===== config.mk =====
export PLATFORM = sky130hd
export DESIGN_NAME = apm_cmd_engine
export DESIGN_NICKNAME = d
export VERILOG_FILES = /design/src/apm_sector_buf.v /design/src/apm_idle_timer.v /design/src/apm_cmd_engine.v
export VERILOG_INCLUDE_DIRS = /design/src /design/src/src
export SDC_FILE = /design/constraint.sdc
export NUM_CORES = 2
export LEC_CHECK = 0
export BUFFER_PORTS_ARGS = -buffer_cell sky130_fd_sc_hd__buf_2
export CORE_MARGIN = 2
export CORE_UTILIZATION = 49
export DETAILED_ROUTE_END_ITERATION = 6
export HOLD_SLACK_MARGIN = 0.06
export PLACE_DENSITY_LB_ADDON = 0.08
export SETUP_SLACK_MARGIN = 0.3
export SYNTH_ARGS = -nofsm -noshare
export SYNTH_HDL_FRONTEND = slang
export SYNTH_SLANG_ARGS = --single-unit

===== constraint.sdc =====
create_clock -name i_clock -period 3.6 [get_ports i_clock]
set_input_delay 0.54 -clock i_clock [delete_from_list [all_inputs] [get_ports i_clock]]
set_output_delay 0.54 -clock i_clock [all_outputs]
set_load 0.1 [all_outputs]

===== src/apm_defs.vh =====
// Purpose: shared constants for the task-file command block
// Assumes: byte-wide task registers, 16-bit data register
// Notes:   definitions only
`ifndef APM_DEFS_VH
`define APM_DEFS_VH
// register offsets
`define APM_OFS_DATA       4'h0
`define APM_OFS_FEATURE    4'h1
`define APM_OFS_SECCNT     4'h2
`define APM_OFS_SECNUM     4'h3
`define APM_OFS_CYLLO      4'h4
`define APM_OFS_CYLHI      4'h5
`define APM_OFS_DRVHEAD    4'h6
`define APM_OFS_COMMAND    4'h7
`define APM_OFS_CONFIG     4'h8
`define APM_OFS_STATE      4'h9
// command codes
`define APM_CMD_SET_MULT   8'hC6
`define APM_CMD_SLEEP_A    8'h99
`define APM_CMD_SLEEP_B    8'hE6
`define APM_CMD_STBY_A     8'h96
`define APM_CMD_STBY_B     8'hE2
`define APM_CMD_STBYI_A    8'h94
`define APM_CMD_STBYI_B    8'hE0
`define APM_CMD_TRANSLATE  8'h87
`define APM_CMD_WEAR       8'hF5
`define APM_CMD_WR_BUF     8'hE8
`define APM_CMD_WR_DMA     8'hCA
`define APM_CMD_WR_MULT    8'hC5
// status and error bits
`define APM_ST_BSY         7
`define APM_ST_DRDY        6
`define APM_ST_DRQ         3
`define APM_ST_ERR         0
`define APM_ER_ABRT        2
`define APM_ER_UNC         6
// config register fields
`define APM_CFG_8BIT       0
`define APM_CFG_RETAIN     1
`define APM_CFG_SECURITY   2
// translate buffer byte values
`define APM_ERASED_BYTE    8'hFF
`define APM_NOT_ERASED     8'h00
// sector geometry, set-multiple limit and idle timer
`define APM_WORDS_PER_SEC  256
`define APM_MAX_SECTORS    256
`define APM_SLEEP_US       5000
`define APM_CLK_MHZ        25
`define APM_MULT_MAX       16
`endif


===== src/apm_sector_buf.v =====
// Purpose: 512-byte sector buffer held as 256 16-bit words
// Assumes: one write port, combinational read
// Notes:   read data is registered by the caller
`timescale 1ns/1ns
module apm_sector_buf #(
  parameter WORDS = 256,
  parameter AW    = 8
) (
  input  wire          i_clock,
  input  wire          i_we,
  input  wire [AW-1:0] i_addr,
  input  wire [15:0]   i_wdata,
  output wire [15:0]   o_rdata
);
  reg [15:0] mem [0:WORDS-1];

  always @(posedge i_clock)
  begin
    if (i_we)
    begin
      mem[i_addr] <= i_wdata;
    end
  end

  assign o_rdata = mem[i_addr];
endmodule


===== src/apm_idle_timer.v =====
// Purpose: idle timer that requests sleep after a quiet period
// Assumes: i_kick restarts the count; counting only while i_run
// Notes:   o_expire is a one-cycle pulse
`timescale 1ns/1ns
module apm_idle_timer #(
  parameter CYCLES = 125000,
  parameter CW     = 17
) (
  input  wire i_clock,
  input  wire i_reset,
  input  wire i_run,
  input  wire i_kick,
  output reg  o_expire
);
  reg [CW-1:0] count_ff;

  always @(posedge i_clock)
  begin
    if (i_reset || i_kick || !i_run)
    begin
      count_ff <= {CW{1'b0}};
      o_expire <= 1'b0;
    end
    else if (count_ff == CYCLES[CW-1:0] - 1'b1)
    begin
      count_ff <= {CW{1'b0}};
      o_expire <= 1'b1;
    end
    else
    begin
      count_ff <= count_ff + 1'b1;
      o_expire <= 1'b0;
    end
  end
endmodule


===== src/apm_cmd_engine.v =====
// Purpose: executes set-multiple, sleep, standby, translate, wear level,
//          write buffer and write DMA commands of the task file
// Assumes: host writes registers over a plain strobe port, data port 16 bit
// Notes:   flash media is outside; it reports erase state, hot count, errors
//
// Decided for this implementation: the address-and-strobe port.
`timescale 1ns/1ns
`include "apm_defs.vh"
module apm_cmd_engine #(
  parameter IDLE_CYCLES = `APM_SLEEP_US * `APM_CLK_MHZ,
  parameter MULT_MAX    = `APM_MULT_MAX
) (
  input  wire        i_clock,
  input  wire        i_reset,
  input  wire        i_soft_reset,
  input  wire [3:0]  i_addr,
  input  wire [15:0] i_wdata,
  input  wire        i_wr,
  input  wire        i_rd,
  input  wire        i_dmack,
  input  wire        i_dma_wr,
  input  wire        i_media_erased,
  input  wire [23:0] i_media_hot_count,
  input  wire        i_media_error,
  output reg  [15:0] o_rdata,
  output reg         o_intrq,
  output reg         o_dmareq,
  output reg         o_sleep,
  output reg         o_busy
);
  localparam ST_IDLE  = 3'd0;
  localparam ST_EVAL  = 3'd1;
  localparam ST_PIOIN = 3'd2;
  localparam ST_PIOWR = 3'd3;
  localparam ST_DMA   = 3'd4;

  reg [2:0]  state_ff;
  reg [7:0]  sector_count_param_ff;
  reg [7:0]  sector_number_addr_ff;
  reg [7:0]  cylinder_low_addr_ff;
  reg [7:0]  cylinder_high_addr_ff;
  reg [7:0]  drive_head_select_ff;
  reg [7:0]  command_code_ff;
  reg [7:0]  error_ff;
  reg        err_ff;
  reg        drq_ff;
  reg [2:0]  config_ff;
  reg        mult_en_ff;
  reg [7:0]  mult_count_ff;
  reg        frozen_ff;
  reg [7:0]  word_ptr_ff;
  reg [8:0]  remain_ff;
  reg [15:0] xlate_word;
  reg [7:0]  status_byte;
  wire [15:0] buf_rdata;
  wire        idle_expire;
  wire        cmd_wr;
  wire        data_wr;
  wire        data_rd;
  wire        dma_word;
  wire        buf_we;
  wire [27:0] lba;
  wire [27:0] lba_next;

  assign cmd_wr   = i_wr && (i_addr == `APM_OFS_COMMAND);
  assign data_wr  = i_wr && (i_addr == `APM_OFS_DATA) && (state_ff == ST_PIOWR);
  assign data_rd  = i_rd && (i_addr == `APM_OFS_DATA) && (state_ff == ST_PIOIN);
  assign dma_word = (state_ff == ST_DMA) && o_dmareq && i_dmack && i_dma_wr;
  assign buf_we   = data_wr || dma_word;
  assign lba      = {drive_head_select_ff[3:0], cylinder_high_addr_ff,
                     cylinder_low_addr_ff, sector_number_addr_ff};
  assign lba_next = lba + 28'h000_0001;

  apm_sector_buf #(
    .WORDS (`APM_WORDS_PER_SEC),
    .AW    (8)
  ) u_buf (
    .i_clock (i_clock),
    .i_we    (buf_we),
    .i_addr  (word_ptr_ff),
    .i_wdata (i_wdata),
    .o_rdata (buf_rdata)
  );

  // the timer only runs while the block is idle and awake
  apm_idle_timer #(
    .CYCLES (IDLE_CYCLES),
    .CW     (24)
  ) u_timer (
    .i_clock  (i_clock),
    .i_reset  (i_reset),
    .i_run    ((state_ff == ST_IDLE) && !o_sleep),
    .i_kick   (i_wr || i_rd),
    .o_expire (idle_expire)
  );

  function [7:0] xlate_byte;
    input [8:0] idx;
    begin
      case (idx)
        9'h000:  xlate_byte = cylinder_high_addr_ff;
        9'h001:  xlate_byte = cylinder_low_addr_ff;
        9'h002:  xlate_byte = {4'h0, drive_head_select_ff[3:0]};
        9'h003:  xlate_byte = sector_number_addr_ff;
        9'h004:  xlate_byte = lba[23:16];
        9'h005:  xlate_byte = lba[15:8];
        9'h006:  xlate_byte = lba[7:0];
        9'h013:  xlate_byte = i_media_erased ? `APM_ERASED_BYTE
                                             : `APM_NOT_ERASED;
        9'h018:  xlate_byte = i_media_hot_count[23:16];
        9'h019:  xlate_byte = i_media_hot_count[15:8];
        9'h01A:  xlate_byte = i_media_hot_count[7:0];
        default: xlate_byte = 8'h00;
      endcase
    end
  endfunction

  // low byte of each word carries the even byte of the buffer
  always @*
  begin
    xlate_word = {xlate_byte({word_ptr_ff, 1'b1}), xlate_byte({word_ptr_ff, 1'b0})};
    status_byte = 8'h00;
    status_byte[`APM_ST_BSY]  = o_busy;
    status_byte[`APM_ST_DRDY] = !o_busy;
    status_byte[`APM_ST_DRQ]  = drq_ff;
    status_byte[`APM_ST_ERR]  = err_ff;
  end

  // register reads: data one cycle after the strobe
  always @(posedge i_clock)
  begin
    if (i_reset)
    begin
      o_rdata <= 16'h0000;
    end
    else if (i_rd)
    begin
      case (i_addr)
        `APM_OFS_DATA:    o_rdata <= data_rd ? xlate_word : buf_rdata;
        `APM_OFS_FEATURE: o_rdata <= {8'h00, error_ff};
        `APM_OFS_SECCNT:  o_rdata <= {8'h00, sector_count_param_ff};
        `APM_OFS_SECNUM:  o_rdata <= {8'h00, sector_number_addr_ff};
        `APM_OFS_CYLLO:   o_rdata <= {8'h00, cylinder_low_addr_ff};
        `APM_OFS_CYLHI:   o_rdata <= {8'h00, cylinder_high_addr_ff};
        `APM_OFS_DRVHEAD: o_rdata <= {8'h00, drive_head_select_ff};
        `APM_OFS_COMMAND: o_rdata <= {8'h00, status_byte};
        `APM_OFS_CONFIG:  o_rdata <= {13'h0000, config_ff};
        `APM_OFS_STATE:   o_rdata <= {mult_count_ff, 4'h0, frozen_ff, mult_en_ff,
                                      o_sleep, drq_ff};
        default:          o_rdata <= 16'h0000;
      endcase
    end
    else
    begin
      o_rdata <= 16'h0000;
    end
  end

  // command engine and task file
  always @(posedge i_clock)
  begin
    if (i_reset)
    begin
      state_ff              <= ST_IDLE;
      sector_count_param_ff <= 8'h01;
      sector_number_addr_ff <= 8'h01;
      cylinder_low_addr_ff  <= 8'h00;
      cylinder_high_addr_ff <= 8'h00;
      drive_head_select_ff  <= 8'h00;
      command_code_ff       <= 8'h00;
      error_ff              <= 8'h00;
      err_ff                <= 1'b0;
      drq_ff                <= 1'b0;
      config_ff             <= 3'b000;
      mult_en_ff            <= 1'b0;
      mult_count_ff         <= 8'h00;
      frozen_ff             <= 1'b0;
      word_ptr_ff           <= 8'h00;
      remain_ff             <= 9'h000;
      o_intrq               <= 1'b0;
      o_dmareq              <= 1'b0;
      o_sleep               <= 1'b0;
      o_busy                <= 1'b0;
    end
    else if (i_soft_reset)
    begin
      // soft reset aborts any command; the multiple setting survives only if retained
      state_ff    <= ST_IDLE;
      drq_ff      <= 1'b0;
      err_ff      <= 1'b0;
      error_ff    <= 8'h00;
      o_intrq     <= 1'b0;
      o_dmareq    <= 1'b0;
      o_busy      <= 1'b0;
      o_sleep     <= 1'b0;
      word_ptr_ff <= 8'h00;
      if (!config_ff[`APM_CFG_RETAIN])
      begin
        mult_en_ff    <= 1'b0;
        mult_count_ff <= 8'h00;
      end
    end
    else
    begin
      // reading status acknowledges the interrupt
      if (i_rd && (i_addr == `APM_OFS_COMMAND))
      begin
        o_intrq <= 1'b0;
      end
      if (idle_expire)
      begin
        o_sleep <= 1'b1;
      end
      // task registers are writable only while the block is idle
      if (i_wr && (state_ff == ST_IDLE))
      begin
        case (i_addr)
          // feature writes are accepted and dropped: no command here uses them
          `APM_OFS_SECCNT:  sector_count_param_ff <= i_wdata[7:0];
          `APM_OFS_SECNUM:  sector_number_addr_ff <= i_wdata[7:0];
          `APM_OFS_CYLLO:   cylinder_low_addr_ff  <= i_wdata[7:0];
          `APM_OFS_CYLHI:   cylinder_high_addr_ff <= i_wdata[7:0];
          `APM_OFS_DRVHEAD: drive_head_select_ff  <= i_wdata[7:0];
          `APM_OFS_CONFIG:  config_ff             <= i_wdata[2:0];
          default:          ;
        endcase
      end
      case (state_ff)
        ST_IDLE:
        begin
          if (cmd_wr)
          begin
            command_code_ff <= i_wdata[7:0];
            o_sleep         <= 1'b0;
            o_busy          <= 1'b1;
            o_intrq         <= 1'b0;
            err_ff          <= 1'b0;
            error_ff        <= 8'h00;
            word_ptr_ff     <= 8'h00;
            state_ff        <= ST_EVAL;
          end
        end
        ST_EVAL:
        begin
          // one busy cycle, then act; address and feature registers unused here
          state_ff <= ST_IDLE;
          o_busy   <= 1'b0;
          case (command_code_ff)
            `APM_CMD_SET_MULT:
            begin
              o_intrq <= 1'b1;
              if (sector_count_param_ff == 8'h00)
              begin
                mult_en_ff    <= 1'b0;
                mult_count_ff <= 8'h00;
              end
              else if (sector_count_param_ff <= MULT_MAX[7:0])
              begin
                mult_en_ff    <= 1'b1;
                mult_count_ff <= sector_count_param_ff;
              end
              else
              begin
                mult_en_ff            <= 1'b0;
                mult_count_ff         <= 8'h00;
                err_ff                <= 1'b1;
                error_ff[`APM_ER_ABRT] <= 1'b1;
              end
            end
            `APM_CMD_SLEEP_A, `APM_CMD_SLEEP_B,
            `APM_CMD_STBY_A, `APM_CMD_STBY_B,
            `APM_CMD_STBYI_A, `APM_CMD_STBYI_B:
            begin
              o_sleep <= 1'b1;
              o_intrq <= 1'b1;
            end
            `APM_CMD_TRANSLATE:
            begin
              drq_ff   <= 1'b1;
              o_intrq  <= 1'b1;
              state_ff <= ST_PIOIN;
            end
            `APM_CMD_WEAR:
            begin
              sector_count_param_ff <= 8'h00;
              if (config_ff[`APM_CFG_SECURITY])
              begin
                frozen_ff <= 1'b1;
              end
              o_intrq <= 1'b1;
            end
            `APM_CMD_WR_BUF:
            begin
              // same opening as a sector write: DRQ without interrupt
              drq_ff   <= 1'b1;
              state_ff <= ST_PIOWR;
            end
            `APM_CMD_WR_DMA:
            begin
              if (config_ff[`APM_CFG_8BIT])
              begin
                err_ff                 <= 1'b1;
                error_ff[`APM_ER_ABRT] <= 1'b1;
                o_intrq                <= 1'b1;
              end
              else
              begin
                remain_ff <= (sector_count_param_ff == 8'h00) ?
                             9'h100 : {1'b0, sector_count_param_ff};
                drq_ff    <= 1'b1;
                o_dmareq  <= 1'b1;
                state_ff  <= ST_DMA;
              end
            end
            `APM_CMD_WR_MULT:
            begin
              if (!mult_en_ff)
              begin
                err_ff                 <= 1'b1;
                error_ff[`APM_ER_ABRT] <= 1'b1;
              end
              o_intrq <= 1'b1;
            end
            default:
            begin
              err_ff                 <= 1'b1;
              error_ff[`APM_ER_ABRT] <= 1'b1;
              o_intrq                <= 1'b1;
            end
          endcase
        end
        ST_PIOIN:
        begin
          if (data_rd)
          begin
            word_ptr_ff <= word_ptr_ff + 8'h01;
            if (word_ptr_ff == 8'hFF)
            begin
              drq_ff   <= 1'b0;
              state_ff <= ST_IDLE;
            end
          end
        end
        ST_PIOWR:
        begin
          if (data_wr)
          begin
            word_ptr_ff <= word_ptr_ff + 8'h01;
            if (word_ptr_ff == 8'hFF)
            begin
              drq_ff   <= 1'b0;
              o_intrq  <= 1'b1;
              state_ff <= ST_IDLE;
            end
          end
        end
        ST_DMA:
        begin
          // media error stops at the failing sector and leaves its address
          if (i_media_error)
          begin
            o_dmareq               <= 1'b0;
            drq_ff                 <= 1'b0;
            err_ff                 <= 1'b1;
            error_ff[`APM_ER_UNC]  <= 1'b1;
            sector_count_param_ff  <= remain_ff[7:0];
            o_intrq                <= 1'b1;
            state_ff               <= ST_IDLE;
          end
          else if (dma_word)
          begin
            word_ptr_ff <= word_ptr_ff + 8'h01;
            if (word_ptr_ff == 8'hFF)
            begin
              if (remain_ff == 9'h001)
              begin
                o_dmareq              <= 1'b0;
                drq_ff                <= 1'b0;
                sector_count_param_ff <= 8'h00;
                o_intrq               <= 1'b1;
                state_ff              <= ST_IDLE;
              end
              else
              begin
                remain_ff             <= remain_ff - 9'h001;
                sector_number_addr_ff <= lba_next[7:0];
                cylinder_low_addr_ff  <= lba_next[15:8];
                cylinder_high_addr_ff <= lba_next[23:16];
                drive_head_select_ff  <= {drive_head_select_ff[7:4], lba_next[27:24]};
              end
            end
          end
        end
        default:
        begin
          state_ff <= ST_IDLE;
        end
      endcase
    end
  end
endmodule


==> impl_metrics.py <==
metrics = {
    "outcome": {
        "outcome": "complete, but fails checks",
        "violations": "design-rule violations",
    },
    "synth": {
        "syn_avg_cell_area_um2": 20.5,
        "synthCells": 8040,
        "ys_ff_latch": 4234,
        "ys_seq_area_frac": 0.765,
        "synth_cell_types": 80,
        "synthFlopType": "edfxtp_1",
        "async_flop_share": 0,
        "synth_area_um2": 164000,
        "synth_enable_flop_cells": 4096,
        "syn-num-nets": 8101,
        "yosys_warnings": 0,
    },
    "sta": {
        "period_minus_slack_ns": 3.48,
        "max_freq_mhz": 287,
        "fin_hold_ws_ns": 0.101,
        "rsz0062_at_grt": "true",
        "slew_viol_final": 0,
        "hold_viol_final": 0,
        "setup_ws_ns": 0.115,
        "slew_headroom": 0.0987,
        "setup_viol": 0,
        "finalCritPeriodShare": 0.968,
        "fin_skew_ns": 0.0634,
        "worst_pin_slew_ns": 1.35,
        "fin_setup_tns_ns": 0,
    },
    "power_and_ir_drop": {
        "p_seq_frac": 0.537,
        "ir_drop_mv": 0.584,
        "power.switching_mw": 20.4,
        "pwr-share-comb": 0.017,
        "total_power_mw": 101,
        "pwr-share-clk": 0.446,
        "power.internal_mw": 80.2,
        "p_leak_nw": 60.9,
        "power.density_nw_per_um2": 512,
        "switching_share": 0.203,
    },
    "grt": {
        "grt_max_degree": 122,
        "grt_overflow": 0,
        "grt_pass1_vias": 87400,
        "grt_use_total": 0.293,
        "antenna_found_initial": 31,
        "grt_pass1_wl_mm": 696,
    },
    "route": {
        "drt_iter0_drc": 12100,
        "drtAntennaViolNets": 0,
        "firstDrtPassIters": 7,
        "num_vias": 89500,
        "vias_per_cell": 6.44,
        "wl_per_cell_um": 36.2,
        "routed_wl_mm": 503,
        "drc": 3,
    },
    "setup_path": {
        "critPathCaptureType": "flop",
        "cpLargestDelayFamily": "compound AO/OA/AOI/OAI gates",
        "crit_cells": 11,
        "r2r_slack_ns": 0.12,
        "criticalPathCategory": "reg -> reg",
        "cp-start-kind": "flop",
        "cp_slowest_stage_delay_ns": 0.54,
        "path_max_fanout": 6,
        "r2r_cells": 11,
        "rr_endpoint": "o_rdata[5]$_SDFF_PP0_",
        "required_ns": 4.48,
        "arrival_ns": 4.36,
        "crit_chain": "buf_12, buf_16, buf_16, buf_12, mux4_2, a22o_4, a211oi_4, buf_6, nand4_1, o21ai_4, o41ai_2",
        "cp_slowest_cell": "nand4_1",
        "path_buf_inv": 5,
    },
    "placed_design": {
        "placedCellCount": 13000,
        "portBuffers": 72,
        "gp_congestion": 0.867,
        "dp_slack_ns": -1.20,
        "hpwlAfterDp_mm": 316,
        "dpl-instance-area_um2": 179000,
    },
    "cts": {
        "clk_latency_ns": 1.00,
        "clock-root-buffer": "clkbuf_16",
        "clk_pin_slew_ns": 0.06,
        "numCtsBuffers": 438,
        "numClockSinks": 4234,
        "clock_path_buffers": 4,
        "cts_tree": "built",
        "cts.htree.levels": 5,
    },
    "die": {
        "fp.dieH_um": 583,
        "ios": 73,
        "die_area_um2": 340000,
        "coreArea_um2": 334000,
        "start_util": 0.493,
        "row_count": 212,
        "fp.dieW_um": 583,
    },
    "worst_hold_path": {
        "hold_path_startpoint": "i_wdata[4]",
        "min_to": "u_buf.mem[244][4]$_DFFE_PP_",
        "min_path_type": "in -> reg",
        "hold_depth": 1,
    },
    "cells_and_area": {
        "nNetsFinal": 9210,
        "drive_gt1_frac": 0.317,
        "syn2layout_area_growth_pct": 19.4,
        "final_core_util": 0.588,
        "stdcell_area_um2": 196000,
        "layout.cells.non_filler": 13900,
    },
    "job": {
        "drv_cap": 0,
    },
}
[cells by family (layout without fill, tap and decap cells)]
family / Yosys count / count (layout) / share of synthesized area
flops: 4234 / 4234 / 0.765
mux: 1303 / 1303 / 0.150
simple gates: 1071 / 1072 / 0.0303
compound gates: 911 / 911 / 0.0390
buf+inv: 491 / 1960 / 0.0141
xor+xnor: 22 / 22 / 0.00117
fa+ha+maj: 8 / 8 / 0.000609
other cells: 0 / 7 / 0
[worst reg2reg max path: cells and delay by family (launching register included)]
family / cells / cell delay [ns]
compound gates: 4 / 1.18
buf+inv: 5 / 0.75
simple gates: 1 / 0.54
mux: 1 / 0.51
flops: 1 / 0.38
[how the worst max path moves through the flow]
stage | startpoint | end | slack [ns]
after floorplan | o_dmareq$_SDFFE_PP0P_ | u_buf.mem[218][0]$_DFFE_PP_ | 0.24
after global placement | flop | o_rdata[12]$_SDFF_PP0_ | -1.52
after detailed placement | flop | o_rdata[6]$_SDFF_PP0_ | -1.20
after CTS | flop | o_rdata[5]$_SDFF_PP0_ | 0.12
after global routing | flop | o_rdata[12]$_SDFF_PP0_ | 0.14
final | flop | o_rdata[5]$_SDFF_PP0_ | 0.12
[flip-flops by register name, summed over array words and instances (netlist names), 2 cells and up, named ones only]
signal and count:
u_buf.mem 4096, u_timer.count_ff 24, o_rdata 16, remain_ff 9, command_code_ff 8, cylinder_high_addr_ff 8, cylinder_low_addr_ff 8, drive_head_select_ff 8
mult_count_ff 8, sector_count_param_ff 8, sector_number_addr_ff 8, word_ptr_ff 8, config_ff 3, state_ff 3, error_ff 2
[timing repair]
action / CTS / global route
buffers inserted: 40 / 60
hold buffers: 13 / 0
resized for setup: 155 / 80
pin swaps: 22 / 32
gates cloned: 12 / 8
hold endpoints to repair: 194 / 0
setup endpoints to repair: 16 / 24
[power groups by stage]
stage	Sequential (mW)	Clock [mW]	Combinational, mW
after detailed placement	55.0	0	1.60
after global routing	54.0	47.3	1.76
after floorplan	55.1	0	0.389
final	54.0	44.9	1.67
after CTS	54.0	45.5	1.64
after global placement	55.0	0	1.53
[area by class of cell]
class | instances | area, um2
clock buffers | 529 | 11500
well taps | 4387 | 5490
inverters | 26 | 105
repair buffers | 1133 | 13100
flip-flops and latches | 4234 | 126000
diodes | 7 | 17.5
clock inverters | 272 | 2640
fillers | 24300 | 137000
multi-input cells | 3316 | 37700
[cells in the mapped netlist (13+ instances only)]
| master | n | area [um2] |
|---|---|---|
| buf_2 | 109 | 546 |
| xor2_1 | 14 | 123 |
| nand3_1 | 81 | 405 |
| mux2i_1 | 342 | 3420 |
| o22a_1 | 15 | 131 |
| and2_1 | 23 | 144 |
| a21oi_1 | 159 | 796 |
| or2_2 | 13 | 81.3 |
| edfxtp_1 | 4096 | 123000 |
| or3_1 | 14 | 87.6 |
| inv_1 | 24 | 90.1 |
| mux4_2 | 929 | 20900 |
| and3_1 | 42 | 263 |
| o22ai_1 | 120 | 751 |
| a31oi_1 | 36 | 225 |
| a22o_1 | 55 | 482 |
| mux2_2 | 32 | 360 |
| a211oi_1 | 45 | 338 |
| o31ai_1 | 21 | 158 |
| buf_4 | 88 | 661 |
| nor2b_1 | 41 | 257 |
| nor4_1 | 21 | 131 |
| a22oi_1 | 100 | 751 |
| dfxtp_1 | 138 | 2760 |
| o21ai_0 | 111 | 556 |
| nand4_1 | 35 | 219 |
| nand2_1 | 229 | 860 |
| nor3_1 | 66 | 330 |
| buf_1 | 37 | 139 |
| a221o_1 | 23 | 230 |
| o211ai_1 | 19 | 143 |
| clkbuf_1 | 230 | 863 |
| nor2_1 | 434 | 1630 |
| o221a_2 | 13 | 146 |
| a221oi_1 | 99 | 867 |
| nand2b_1 | 24 | 150 |
| o221ai_1 | 18 | 158 |
[placed cells by master, fill, tap and decap left out, drive strengths merged, types with 113 or more instances in the layout]
cell    netlist  routed
mux4        929     929
o22ai       120     120
dfxtp       138     138
nand2       229     229
a21oi       159     159
o21ai       113     113
clkinv        1     211
edfxtp     4096    4096
nor2        434     435
clkbuf      230     539
buf         235    1104
mux2i       342     342
[metal layers]
metal / part of all wire / up-vias / GRT usage / routed length, um
met5: 0.00014 / - / 0 / 68
met3: 0.086 / 709 / 0.0413 / 43000
li1: - / 36000 / - / -
met4: 0.031 / 10 / 0.0818 / 15600
met1: 0.41 / 48300 / 0.432 / 207000
met2: 0.47 / 4527 / 0.460 / 237000
(Power assumes the default switching activity.)
